==> config.mk <==
export PLATFORM = sky130hd
export DESIGN_NAME = watchdog_reload
export DESIGN_NICKNAME = d
export VERILOG_FILES = /design/src/include/reload_pkg.sv /design/src/include/reload_if.sv /design/src/core/unlock_walker.sv /design/src/core/watchdog_reload.sv
export SDC_FILE = /design/constraint.sdc
export NUM_CORES = 1
export LEC_CHECK = 0
export ABC_AREA = 0
export BUFFER_PORTS_ARGS = -buffer_cell sky130_fd_sc_hd__buf_4
export CORE_MARGIN = 2
export CORE_UTILIZATION = 45
export CTS_CLUSTER_DIAMETER = 80
export DETAILED_ROUTE_END_ITERATION = 7
export GPL_ROUTABILITY_DRIVEN = 0
export HOLD_SLACK_MARGIN = 0.06
export PLACE_DENSITY_LB_ADDON = 0.05
export REMOVE_ABC_BUFFERS = 1
export SYNTH_ARGS = -nofsm -noshare
export SYNTH_HDL_FRONTEND = slang
export SYNTH_SLANG_ARGS = --single-unit
==> constraint.sdc <==
create_clock -name clk_i -period 2.4 [get_ports clk_i]
set_clock_uncertainty 0.1 [all_clocks]
set_input_delay 0.24 -clock clk_i [delete_from_list [all_inputs] [get_ports clk_i]]
set_output_delay 0.24 -clock clk_i [all_outputs]
set_load 0.1 [all_outputs]
==> src/include/reload_pkg.sv <==
// constants for the watchdog reload value registers
package reload_pkg;
   localparam logic [11:0] ADDR_CONTROL       = 12'hFF0;
   localparam logic [11:0] ADDR_RELOAD_UPPER  = 12'hFF1;
   localparam logic [11:0] ADDR_RELOAD_MIDDLE = 12'hFF2;
   localparam logic [11:0] ADDR_RELOAD_LOW    = 12'hFF3;
   localparam logic [7:0]  RST_RELOAD_UPPER   = 8'h00;
   localparam logic [7:0]  RST_RELOAD_MIDDLE  = 8'h04;
   localparam logic [7:0]  RST_RELOAD_LOW     = 8'h00;
   localparam logic [7:0]  UNLOCK_FIRST       = 8'h55;
   localparam logic [7:0]  UNLOCK_SECOND      = 8'hAA;
   localparam logic [23:0] COUNT_TIMEOUT      = 24'h000000;
   localparam logic [23:0] COUNT_NO_REFRESH   = 24'h000002;
   localparam logic [23:0] COUNT_MAX          = 24'hFFFFFF;
   localparam int          UPPER_LSB          = 16;
   localparam int          MIDDLE_LSB         = 8;
   localparam int          LOW_LSB            = 0;
endpackage : reload_pkg

==> src/include/reload_if.sv <==
// carries the stored reload value and lock walker signals between modules
`timescale 1ns/1ps
interface reload_if;
   logic [23:0] reload_value;
   logic        upper_ok;
   logic        middle_ok;
   logic        low_ok;
   modport lock (output upper_ok, output middle_ok, output low_ok, input reload_value);
   modport core (input upper_ok, input middle_ok, input low_ok, output reload_value);
endinterface : reload_if

==> src/core/unlock_walker.sv <==
// lock state machine that opens the reload registers one byte at a time
`timescale 1ns/1ps
module unlock_walker
   import reload_pkg::*;
(
   input  wire logic        clk_i,
   input  wire logic        rst_b_i,
   input  wire logic        wr_en_i,
   input  wire logic [11:0] addr_i,
   input  wire logic [7:0]  wdata_i,
   reload_if.lock           bus
);
   typedef enum logic [2:0] {LOCKED, GOT_FIRST, OPEN_UPPER, OPEN_MIDDLE, OPEN_LOW} lock_t;
   lock_t state_r;
   lock_t state_nxt;

   // next state: any write out of sequence falls back to locked
   always_comb begin
      state_nxt = state_r;
      if (wr_en_i) begin
         unique case (state_r)
            LOCKED:      state_nxt = (addr_i == ADDR_CONTROL && wdata_i == UNLOCK_FIRST)
                                     ? GOT_FIRST : LOCKED;
            GOT_FIRST:   state_nxt = (addr_i == ADDR_CONTROL && wdata_i == UNLOCK_SECOND)
                                     ? OPEN_UPPER : LOCKED;
            OPEN_UPPER:  state_nxt = (addr_i == ADDR_RELOAD_UPPER) ? OPEN_MIDDLE : LOCKED;
            OPEN_MIDDLE: state_nxt = (addr_i == ADDR_RELOAD_MIDDLE) ? OPEN_LOW : LOCKED;
            OPEN_LOW:    state_nxt = LOCKED;
            default:     state_nxt = LOCKED;
         endcase
      end
   end

   always_ff @(posedge clk_i or negedge rst_b_i) begin
      if (!rst_b_i) state_r <= LOCKED;
      else          state_r <= state_nxt;
   end

   // byte write permissions follow the walker position
   assign bus.upper_ok  = (state_r == OPEN_UPPER);
   assign bus.middle_ok = (state_r == OPEN_MIDDLE);
   assign bus.low_ok    = (state_r == OPEN_LOW);
endmodule : unlock_walker

==> src/core/watchdog_reload.sv <==
// watchdog reload value registers with 24-bit down counter
// How it works
// - refresh instruction copies assembled reload value into the down counter
// - upper byte is bits 23:16, middle 15:8, low 7:0
// - write to a reload byte updates that stored byte
// - reading a reload byte address returns that byte of the live count
// - reset values are 00h upper, 04h middle, 00h low
// - 55h, AAh to control, then upper, middle, low; stray write relocks
// - counter counts down from reload and flags time-out at zero
// - at or below 000002h the refresh instruction is ignored
`timescale 1ns/1ps
module watchdog_reload
   import reload_pkg::*;
(
   input  wire logic        clk_i,
   input  wire logic        rst_b_i,
   input  wire logic        wr_en_i,
   input  wire logic        rd_en_i,
   input  wire logic [11:0] addr_i,
   input  wire logic [7:0]  wdata_i,
   input  wire logic        refresh_i,
   input  wire logic        count_tick_i,
   input  wire logic        enable_i,
   output logic [7:0]       rdata_o,
   output logic             rvalid_o,
   output logic             timeout_o,
   output logic [23:0]      count_o
);
   reload_if bus();

   logic [7:0]  upper_r;
   logic [7:0]  middle_r;
   logic [7:0]  low_r;
   logic [23:0] count_r;
   logic [23:0] count_nxt;
   logic        timeout_r;
   logic [7:0]  rdata_r;
   logic [7:0]  rdata_nxt;
   logic        rvalid_r;
   logic        enable_d1_r;
   logic        enable_d2_r;
   logic        enable_seen_r;
   logic        tick_d1_r;
   logic        tick_d2_r;
   logic        tick_d3_r;

   unlock_walker u_walker (
      .clk_i   (clk_i),
      .rst_b_i (rst_b_i),
      .wr_en_i (wr_en_i),
      .addr_i  (addr_i),
      .wdata_i (wdata_i),
      .bus     (bus)
   );

   // byte select of a 24-bit value, used for reads of the live count
   function automatic logic [7:0] pick_byte(input logic [23:0] v, input logic [11:0] a);
      pick_byte = (a == ADDR_RELOAD_UPPER)  ? v[UPPER_LSB +: 8] :
                  (a == ADDR_RELOAD_MIDDLE) ? v[MIDDLE_LSB +: 8] :
                  (a == ADDR_RELOAD_LOW)    ? v[LOW_LSB +: 8] : 8'h00;
   endfunction : pick_byte

   // write strobes, gated by the walker so a locked write changes nothing
   wire wr_upper  = wr_en_i && addr_i == ADDR_RELOAD_UPPER && bus.upper_ok;
   wire wr_middle = wr_en_i && addr_i == ADDR_RELOAD_MIDDLE && bus.middle_ok;
   wire wr_low    = wr_en_i && addr_i == ADDR_RELOAD_LOW && bus.low_ok;

   // assembled reload value
   assign bus.reload_value = {upper_r, middle_r, low_r};

   // oscillator tick and enable come from outside the clock, so sync them first
   wire tick_rise = tick_d2_r && !tick_d3_r;
   wire en_rise   = enable_d2_r && !enable_seen_r;
   // refresh is refused near expiry so a late kick cannot rescue the system
   wire refresh_ok = refresh_i && enable_d2_r && count_r > COUNT_NO_REFRESH;
   wire at_zero    = count_r == COUNT_TIMEOUT;

   // counter next value: load beats decrement; zero rolls over to maximum
   always_comb begin
      count_nxt = count_r;
      if (en_rise || refresh_ok)        count_nxt = bus.reload_value;
      else if (enable_d2_r && tick_rise) count_nxt = at_zero ? COUNT_MAX : count_r - 24'h000001;
   end

   assign rdata_nxt = pick_byte(count_r, addr_i);

   // reload byte storage
   always_ff @(posedge clk_i or negedge rst_b_i) begin
      if (!rst_b_i) begin
         upper_r  <= RST_RELOAD_UPPER;
         middle_r <= RST_RELOAD_MIDDLE;
         low_r    <= RST_RELOAD_LOW;
      end else begin
         if (wr_upper)  upper_r  <= wdata_i;
         if (wr_middle) middle_r <= wdata_i;
         if (wr_low)    low_r    <= wdata_i;
      end
   end

   // synchronisers for the enable level and the oscillator tick
   always_ff @(posedge clk_i or negedge rst_b_i) begin
      if (!rst_b_i) begin
         enable_d1_r   <= 1'b0;
         enable_d2_r   <= 1'b0;
         enable_seen_r <= 1'b0;
         tick_d1_r     <= 1'b0;
         tick_d2_r     <= 1'b0;
         tick_d3_r     <= 1'b0;
      end else begin
         enable_d1_r   <= enable_i;
         enable_d2_r   <= enable_d1_r;
         enable_seen_r <= enable_d2_r;
         tick_d1_r     <= count_tick_i;
         tick_d2_r     <= tick_d1_r;
         tick_d3_r     <= tick_d2_r;
      end
   end

   // counter, time-out pulse and read data
   always_ff @(posedge clk_i or negedge rst_b_i) begin
      if (!rst_b_i) begin
         count_r   <= {RST_RELOAD_UPPER, RST_RELOAD_MIDDLE, RST_RELOAD_LOW};
         timeout_r <= 1'b0;
         rdata_r   <= 8'h00;
         rvalid_r  <= 1'b0;
      end else begin
         count_r   <= count_nxt;
         timeout_r <= enable_d2_r && tick_rise && !en_rise && count_r == 24'h000001;
         rdata_r   <= rd_en_i ? rdata_nxt : rdata_r;
         rvalid_r  <= rd_en_i;
      end
   end

   assign rdata_o   = rdata_r;
   assign rvalid_o  = rvalid_r;
   assign timeout_o = timeout_r;
   assign count_o   = count_r;
endmodule : watchdog_reload

==> results of run 1 <==
## final timing paths
check	endpoint	slack, ns
worst max-delay path	count_o[19]	0.27
worst min-delay path	upper_r[4]	0.07
worst max register to register	count_o[19]	0.27
worst min register to register	enable_d2_r	0.25
max in group asynchronous	u_walker.state_r[1]	1.20
min in group asynchronous	rdata_o[0]	0.43
## flip-flops by register name, indices dropped and copies added (netlist names)
register          flops
timeout_o             1
rdata_o               8
tick_d3_r             1
tick_d1_r             1
low_r                 8
rvalid_o              1
count_o              24
tick_d2_r             1
u_walker.state_r      3
middle_r              8
upper_r               8
enable_seen_r         1
enable_d1_r           1
enable_d2_r           1
## cells in the mapped netlist (all sizes together) (4+ instances only)
master and number:
nand3 12, and3 4, nor3 14, nand4 5
a21oi 10, o21ai 26, mux2 24, nand2 44
xnor2 6, inv 8, nor4 14, clkbuf 9
dfrtp 65, a22oi 6, o31ai 9, xor2 4
nor2 22, buf 11
## final cells by class
class	instances	area, sq um
fill	700	3210
sequential	67	1680
multi-input combinational	249	1680
timing repair buffer	87	678
clock buffer	10	138
tap	102	128
clock inverter	6	65.1
inverter	8	30.0
## layout by cell type, fill, tap and decap left out, drive strengths merged, types with 3 or more instances in the layout
cell type,instances
xnor2,6
clkbuf,10
ha,3
clkinv,4
nand2b,3
nor3,14
buf,82
a22oi,6
mux2,24
a21oi,10
a211oi,3
or3,3
nand3,12
nor4,14
o31ai,9
and3,4
inv,8
nand4,5
dlygate4sd3,5
nor2,22
nand2,44
or4,3
o21a,3
and4,3
o21ai,26
dfrtp,65
xor2,4
## what timing repair did
action                                 in CTS  in global routing
hold buffers                                5                  0
endpoints found under the hold margin      70                  0
setup endpoints to repair                   0                  0
## kinds of logic (layout without fill, tap and decap cells)
group / count (synthesis) / after routing / synth area share (%)
AND/OR/NAND/NOR: 141 / 141 / 23.5
AO/OA/AOI/OAI: 71 / 71 / 13.3
flip-flops: 67 / 67 / 48.2
buffers and inverters: 28 / 111 / 3.67
multiplexers: 24 / 24 / 7.76
XOR/XNOR: 10 / 10 / 2.52
adder cells (fa/ha/maj): 3 / 3 / 1.08
## critical path, cell delays in order, from the launching register on
cell      delay (ns)
dfrtp_1         0.51
or2_1           0.36
or4_1           0.49
a2111o_1        0.44
a31oi_1         0.17
## per-layer routing
| metal | track usage [%] | vias up | wire [microns] |
|---|---|---|---|
| met1 | 34.1 | 1426 | 4410 |
| met5 | 0 | - | 0 |
| met4 | 7.84 | 0 | 149 |
| li1 | - | 1415 | - |
| met3 | 4.19 | 16 | 630 |
| met2 | 35.3 | 120 | 4280 |
## power breakdown
part / switching, mW / total, mW / leakage (nW) / internal [mW]
logic: 1.23 / 1.73 / 1.00 / 0.501
clock network: 0.453 / 0.961 / 0.102 / 0.508
registers: 0.129 / 1.35 / 0.892 / 1.22
total: 1.81 / 4.04 / 2.00 / 2.23
==> results.sh, run 1 <==
export IMPL_ir_drop_mv=0.358
export IMPL_insertion_delay_ns=0.34
export IMPL_dieArea_sq_mm=0.00846
export IMPL_cts_buffers=9
export IMPL_r2r_cells=4
export IMPL_area_delta_synth_final_pct=26.2
export IMPL_synthTopCellsByArea="dfrtp_1, mux2_2, nand2_1"
export IMPL_hold_slack_ns=0.0748
export IMPL_cp_start_kind="flip-flop"
export IMPL_max_slew_margin_pct=43.9
export IMPL_stdcell_count=529
export IMPL_antenna_found_initial=0
export IMPL_cts_root_buf="clkbuf_8"
export IMPL_die_w_microns=92.0
export IMPL_seq_area_frac_synth_pct=48.2
export IMPL_grt_pass1_wl_mm=15.3
export IMPL_power_mw=4.04
export IMPL_drive_gt1_share_pct=32.3
export IMPL_fin_ws_ns=0.265
export IMPL_finalSetupViolations=0
export IMPL_grt_max_degree=68
export IMPL_critPathCaptureType="flip-flop"
export IMPL_start_util_pct=45.8
export IMPL_cts_sinks=67
export IMPL_synth_edf_count=0
export IMPL_arrival_ns=2.30
export IMPL_required_ns=2.56
export IMPL_yosysTopAreaCell="dfrtp_1"
export IMPL_grt_overflow_total=0
export IMPL_fin_crit_sh_pct=88.9
export IMPL_slew_viol_final=0
export IMPL_hold_viol_final=0
export IMPL_post_route_util_pct=57.7
export IMPL_netlist_area_sq_mm=0.00348
export IMPL_synth_top_area_share_pct=46.7
export IMPL_place_ws_ns=0.325
export IMPL_rr_startpoint="count_o[1]"
export IMPL_ioPinCount=61
export IMPL_core_area_sq_mm=0.00761
export IMPL_cp_startpoint="count_o[1]"
export IMPL_setup_tns_final_ns=0
export IMPL_synthArstFlopShare_pct=100
export IMPL_cts_htree_levels=3
export IMPL_die_h_microns=92.0
export IMPL_dpl_cell_area_sq_mm=0.00414
export IMPL_cts_resized=0
export IMPL_worstPathMaxFanout=8
export IMPL_fin_area_sq_mm=0.00439
export IMPL_post_cts_setup_buffers=0
export IMPL_cap_violations=0
export IMPL_syn_instance_count=344
export IMPL_syn_avg_cell_area_sq_um=10.1
export IMPL_crit_type="reg -> reg"
export IMPL_hp_start="wdata_i[4]"
export IMPL_rsz0062_at_grt="no"
export IMPL_p_per_area_mw_per_mm2=919
export IMPL_synth_cell_types=57
export IMPL_cts_max_path_buffers=2
export IMPL_grt_pass1_vias=2871
export IMPL_std_cell_rows=32
export IMPL_drc_errors=0
export IMPL_holdCritPathClass="in -> reg"
export IMPL_yosys_warnings=0
export IMPL_ys_ff_latch=67
export IMPL_vias_per_cell=5.63
export IMPL_ys_flop_type="dfrtp_1"
export IMPL_portBuffers=60
export IMPL_first_pass_iters=5
export IMPL_drt_first_iter_violations=244
export IMPL_antenna_cells=0
export IMPL_clkSlewWorstSetupHoldPaths_ns=0.08
export IMPL_hold_path_depth=2
export IMPL_placedCellCount=508
export IMPL_hpwl_mm=6.86
export IMPL_total_leakage_power_nw=2.00
export IMPL_nets=452
export IMPL_wl_mm=9.46
export IMPL_min_period_ns=2.13
export IMPL_wl_per_cell_microns=17.9
export IMPL_cts_tree="yes"
export IMPL_tightest_slew_ns=0.842
export IMPL_globalRouteTotalUtil_pct=23.4
export IMPL_status="finished, final reports clean"
export IMPL_ant_nets=0
export IMPL_vias=2977
export IMPL_timing_fmax_mhz=468
No activity file was read; power rests on OpenSTA's default activity.
==> run 2, diff against run 1 <==
SYNTH_HIERARCHICAL = 1   (was unset)
==> run 2 against run 1 <==
The run now ends with setup timing left. Via count grew 6.0%. Clock power grew 3.7%. Combinational power grew 110%. Count of clock-buffer cells in the layout shrank 1. Synthesized cell count shrank 2.3%. First-iteration DRC count grew 29%. Sequential power is essentially flat. Critical path depth grew 2. Utilization grew 7.5 points.
==> results.sh, run 2 <==
export IMPL_synth_edf_count=0
export IMPL_drive_gt1_share_pct=42.8
export IMPL_holdCritPathClass="in -> reg"
export IMPL_drc_errors=0
export IMPL_insertion_delay_ns=0.35
export IMPL_cts_sinks=67
export IMPL_synth_most_common_cell="dfrtp_1"
export IMPL_ioPinCount=61
export IMPL_worst_path_most_repeated_cell="or4_4"
export IMPL_worstPathMaxFanout=7
export IMPL_setup_tns_final_ns=-1.01
export IMPL_die_h_microns=90.6
export IMPL_cp_startpoint="count_o[8]"
export IMPL_arrival_ns=2.61
export IMPL_clkSlewWorstSetupHoldPaths_ns=0.08
export IMPL_crit_type="reg -> reg"
export IMPL_status="finished with violations"
export IMPL_vias_per_cell=5.76
export IMPL_hpwl_mm=7.09
export IMPL_core_area_sq_mm=0.00725
export IMPL_crit_path_end="count_o[23]"
export IMPL_area_delta_synth_final_pct=40.2
export IMPL_nets=474
export IMPL_synthArstFlopShare_pct=100
export IMPL_multi_input_area_sq_mm=0.00180
export IMPL_netlist_area_sq_mm=0.00337
export IMPL_worstPathCellList="or4_4 > or4_4 > o311a_4 > buf_4 > nand2_4 > o41ai_4"
export IMPL_drt_first_iter_violations=315
export IMPL_place_ws_ns=-0.291
export IMPL_cp_start_kind="flip-flop"
export IMPL_largest_reg_flops=24
export IMPL_grt_pass1_vias=3179
export IMPL_tightest_slew_ns=0.855
export IMPL_cts_htree_levels=3
export IMPL_grt_overflow_total=0
export IMPL_slowest_stage="or4_4"
export IMPL_critical_path_max_stage_delay_ns=0.59
export IMPL_wl_per_cell_microns=18.7
export IMPL_synth_top_area_share_pct=48.2
export IMPL_critPathCaptureType="flip-flop"
export IMPL_ys_ff_latch=67
export IMPL_violations="setup timing"
export IMPL_final_seq_area_sq_mm=0.00168
export IMPL_slew_viol_final=0
export IMPL_cap_violations=0
export IMPL_antenna_found_initial=0
export IMPL_rsz0062_at_grt="yes"
export IMPL_rr_startpoint="count_o[8]"
export IMPL_fin_crit_sh_pct=103
export IMPL_cts_max_path_buffers=2
export IMPL_cts_tree="yes"
export IMPL_yosys_top_cells_count="dfrtp_1, nand2_1, mux2_2"
export IMPL_wl_mm=10.2
export IMPL_dieArea_sq_mm=0.00821
export IMPL_required_ns=2.54
export IMPL_yosys_warnings=6
export IMPL_seq_area_frac_synth_pct=49.8
export IMPL_grt_max_degree=68
export IMPL_vias=3156
export IMPL_antenna_cells=0
export IMPL_p_per_area_mw_per_mm2=1270
export IMPL_ir_drop_mv=0.506
export IMPL_std_cell_rows=31
export IMPL_total_leakage_power_nw=2.23
export IMPL_start_util_pct=46.5
export IMPL_portBuffers=60
export IMPL_cts_buffers=9
export IMPL_syn_instance_count=336
export IMPL_n_fill_cell=607
export IMPL_min_period_ns=2.48
export IMPL_timing_fmax_mhz=403
export IMPL_hold_viol_final=0
export IMPL_yosysTopAreaCell="dfrtp_1"
export IMPL_syn_avg_cell_area_sq_um=10.0
export IMPL_layout_common_cells="buf_4, dfrtp_1, nand2_1"
export IMPL_ys_flop_type="dfrtp_1"
export IMPL_power_mw=6.00
export IMPL_first_pass_iters=5
export IMPL_r2r_slack_ns=-0.08
export IMPL_globalRouteTotalUtil_pct=26.2
export IMPL_ant_nets=0
export IMPL_synthTopCellsByArea="dfrtp_1, mux2_2, nand2_1"
export IMPL_max_slew_margin_pct=43.0
export IMPL_cts_root_buf="clkbuf_8"
export IMPL_r2r_cells=6
export IMPL_fin_ws_ns=-0.0784
export IMPL_die_w_microns=90.6
export IMPL_worst_r2r_endpoint="count_o[23]"
export IMPL_synth_cell_types=42
export IMPL_finalSetupViolations=19
export IMPL_grt_pass1_wl_mm=16.5
export IMPL_final_common_cell="buf_4"
## run 2: layer usage
| metal | wire length (microns) | track usage (%) |
|---|---|---|
| met1 | 4260 | 33.7 |
| met2 | 4900 | 41.8 |
| met4 | 358 | 14.5 |
| met5 | 0 | 0 |
| met3 | 715 | 4.84 |
## run 2: power breakdown
group	switching (mW)	internal [mW]	total (mW)
Clock	0.500	0.498	0.997
Sequential	0.0943	1.26	1.35
Combinational	2.40	1.26	3.65
## run 2: worst min-delay path by stage
stage               cells past startpoint          end         from  slack [ns]
floorplan                               0   count_o[0]      rst_b_i       -0.16
global placement                        0  enable_d2_r  enable_d1_r        0.23
detailed placement                      0  enable_d2_r  enable_d1_r        0.24
CTS                                     2     low_r[5]   wdata_i[5]        0.06
global route                            2     low_r[2]   wdata_i[2]        0.07
finish                                  2   upper_r[6]   wdata_i[6]        0.07
## run 2: per-stage QoR
stage          util [%]  instance area, sq um  hold slack, ns  cells
2_1_floorplan         -                  3290          -0.156    318
3_3_place_gp       57.9                  4200           0.232    522
3_5_place_dp       57.9                  4200           0.237    522
4_1_cts            63.3                  4590          0.0604    546
5_1_grt            65.2                  4730          0.0728    548
6_report           65.2                  4730          0.0740    548
## run 2: repair_timing
| item | CTS | global route |
|---|---|---|
| setup endpoints to repair | 24 | 24 |
| gates resized for setup | 25 | 36 |
| hold buffers | 5 | 0 |
| endpoints found under the hold margin | 71 | 0 |
| buffers inserted | 1 | 2 |
| pin swaps | 12 | 13 |
| gates cloned | 2 | 0 |
## run 2: area by class of cell
type                       instances  share of cell area (%)
sequential                        67                    35.5
inverter                           7                   0.556
timing repair buffer             113                    18.9
tap                               99                    2.62
multi-input combinational        246                    38.0
clock inverter                     7                    1.75
clock buffer                       9                    2.62
## run 2: cell families (layout without fill, tap and decap cells)
logic type	Yosys count	in the layout	share of synthesized area, %
xor+xnor	11	11	2.86
fa+ha+maj	3	3	1.11
mux	25	25	8.34
compound gates	53	55	11.0
buf+inv	25	136	3.26
flops	67	67	49.8
simple gates	152	152	23.6
## run 2: worst max-delay path: cells and delay by family, from the launching register on
family                 cells  cell delay [ns]
AO/OA/AOI/OAI              2             0.52
buffers and inverters      1             0.17
flip-flops                 1             0.38
AND/OR/NAND/NOR            3             1.20
==> run 3, diff against run 2 <==
CORE_ASPECT_RATIO = 1.5   (was unset)
CORE_UTILIZATION = 56   (was 45)
==> run 3 against run 2 <==
Utilization grew 14 points. Clock power shrank 2.1%. Global-route usage grew 4.4 points. Register-to-register slack lost 0.05 ns. Critical path type unchanged. Wire length shrank 5.5%. The flow still finishes with violations (setup timing). Via count grew 0.29%. First-iteration DRC count shrank 10%. Hold slack lost 0.0014 ns. Power shrank 1.6%. Worst setup slack lost 0.050 ns. Die area shrank 19%. Combinational power shrank 2%.
==> results.sh, run 3 (synthesis results as in run 2) <==
export IMPL_timing_fmax_mhz=396
export IMPL_power_mw=5.91
export IMPL_insertion_delay_ns=0.34
export IMPL_first_pass_iters=7
export IMPL_worstPathCellList="or4_4 > or4_4 > o311a_4 > o41ai_2"
export IMPL_stdcell_count=516
export IMPL_crit_path_end="count_o[23]"
export IMPL_drt_first_iter_violations=282
export IMPL_hold_viol_final=0
export IMPL_tightest_slew_ns=0.836
export IMPL_total_leakage_power_nw=2.16
export IMPL_vias=3165
export IMPL_grt_max_degree=68
export IMPL_r2r_cells=4
export IMPL_std_cell_rows=34
export IMPL_r2r_slack_ns=-0.13
export IMPL_die_w_microns=67.4
export IMPL_p_per_area_mw_per_mm2=1280
export IMPL_drive_gt1_share_pct=40.1
export IMPL_n_fill_cell=371
export IMPL_antenna_cells=0
export IMPL_max_slew_margin_pct=44.2
export IMPL_grt_overflow_total=0
export IMPL_critical_path_max_stage_delay_ns=0.58
export IMPL_min_period_ns=2.53
export IMPL_portBuffers=60
export IMPL_cts_buffers=9
export IMPL_fin_ws_ns=-0.128
export IMPL_arrival_ns=2.67
export IMPL_holdCritPathClass="in -> reg"
export IMPL_required_ns=2.54
export IMPL_ant_nets=0
export IMPL_ioPinCount=61
export IMPL_fin_crit_sh_pct=105
export IMPL_crit_type="reg -> reg"
export IMPL_cap_violations=0
export IMPL_cts_tree="yes"
export IMPL_cts_htree_levels=3
export IMPL_area_delta_synth_final_pct=36.9
export IMPL_core_area_sq_mm=0.00583
export IMPL_placedCellCount=490
export IMPL_wl_per_cell_microns=18.7
export IMPL_drc_errors=0
export IMPL_die_h_microns=99.1
export IMPL_cts_max_path_buffers=2
export IMPL_violations="setup timing"
export IMPL_cts_sinks=67
export IMPL_worst_path_most_repeated_cell="or4_4"
export IMPL_critPathCaptureType="flip-flop"
export IMPL_globalRouteTotalUtil_pct=30.6
export IMPL_grt_pass1_wl_mm=15.2
export IMPL_finalSetupViolations=24
export IMPL_final_common_cell="buf_4"
export IMPL_wl_mm=9.67
export IMPL_worstPathMaxFanout=9
export IMPL_rsz0062_at_grt="yes"
export IMPL_hpwl_mm=6.71
export IMPL_cp_start_kind="flip-flop"
export IMPL_post_route_util_pct=79.2
export IMPL_hold_path_depth=2
export IMPL_rr_startpoint="count_o[8]"
export IMPL_vias_per_cell=6.13
export IMPL_layout_common_cells="buf_4, dfrtp_1, nand2_1"
export IMPL_nets=469
export IMPL_slew_viol_final=0
export IMPL_antenna_found_initial=0
export IMPL_slowest_stage="or4_4"
export IMPL_cp_buffers_inverters=0
export IMPL_grt_pass1_vias=3133
export IMPL_cp_startpoint="count_o[8]"
export IMPL_largest_reg_flops=24
export IMPL_cts_root_buf="clkbuf_8"
export IMPL_clkSlewWorstSetupHoldPaths_ns=0.07
export IMPL_worst_r2r_endpoint="count_o[23]"
export IMPL_path_delay_family="simple AND/OR/NAND/NOR gates"
export IMPL_cp_num_cells=4
export IMPL_dieArea_sq_mm=0.00668
export IMPL_start_util_pct=57.9
export IMPL_status="finished with violations"
export IMPL_ir_drop_mv=0.686
## run 3: changes by cell type in the layout (fill, tap and decap cells not counted), moves of 3 or more
cell,before,now
buf_4,99,91
o31ai_2,5,1
clkbuf_8,9,12
o31ai_1,2,6
nand2_1,39,42
nand2_4,4,0
inv_6,3,0
clkbuf_1,0,3
## run 3: worst min path at each step
| stage | slack (ns) | from | to |
|---|---|---|---|
| 3_5_place_dp | 0.24 | enable_d1_r | enable_d2_r |
| 4_1_cts | 0.06 | wdata_i[0] | low_r[0] |
| 5_1_grt | 0.07 | wdata_i[2] | upper_r[2] |
| 3_3_place_gp | 0.23 | enable_d1_r | enable_d2_r |
| 6_report | 0.07 | wdata_i[7] | middle_r[7] |
| 2_1_floorplan | -0.16 | rst_b_i | count_o[0] |
## run 3: routing by layer
metal  vias up  share of wire, %  GRT usage [%]
met5         -                 0              0
met4         0               3.3           15.1
met3        31               6.4           7.19
met2       159                52           49.9
met1      1527                39           37.3
li1       1448                 -              -
## run 3: what timing repair did
item                                    in CTS  in global routing
endpoints found under the setup margin      24                 24
pin swaps                                   13                 14
buffers inserted                             1                  1
gates cloned                                 1                  1
hold endpoints to repair                    71                  1
hold buffers                                 5                  1
gates resized for setup                     20                 34
## run 3: worst register-to-register path: cells and delay by family (launching register included)
kind            cells  cell delay (ns)
flops               1             0.39
simple gates        2             1.16
compound gates      2             0.79
## run 3: layout make-up
type                       count  area, sq um  share of cell area, %
multi-input combinational    245         1720                   37.3
sequential                    67         1680                   36.4
timing repair buffer         109          896                   19.4
clock buffer                  15          176                   3.82
tap                           72         90.1                   1.95
clock inverter                 1         30.0                  0.650
inverter                       7         26.3                  0.569
## run 3: power by group
part	total (mW)	switching (mW)	internal [mW]
Combinational	3.56	2.31	1.25
Sequential	1.37	0.113	1.26
Clock	0.976	0.408	0.567
Total	5.91	2.84	3.08
## run 3: metrics by stage
step	instance area [sq um]	TNS, ns	worst slack (ns)	hold slack (ns)
floorplan	3290	-16.22	-0.806	-0.156
global placement	4130	-3.59	-0.171	0.234
detailed placement	4130	-4.16	-0.212	0.237
CTS	4490	-0.947	-0.0580	0.0628
global route	4620	-3.06	-0.185	0.0712
finish	4620	-1.84	-0.128	0.0726
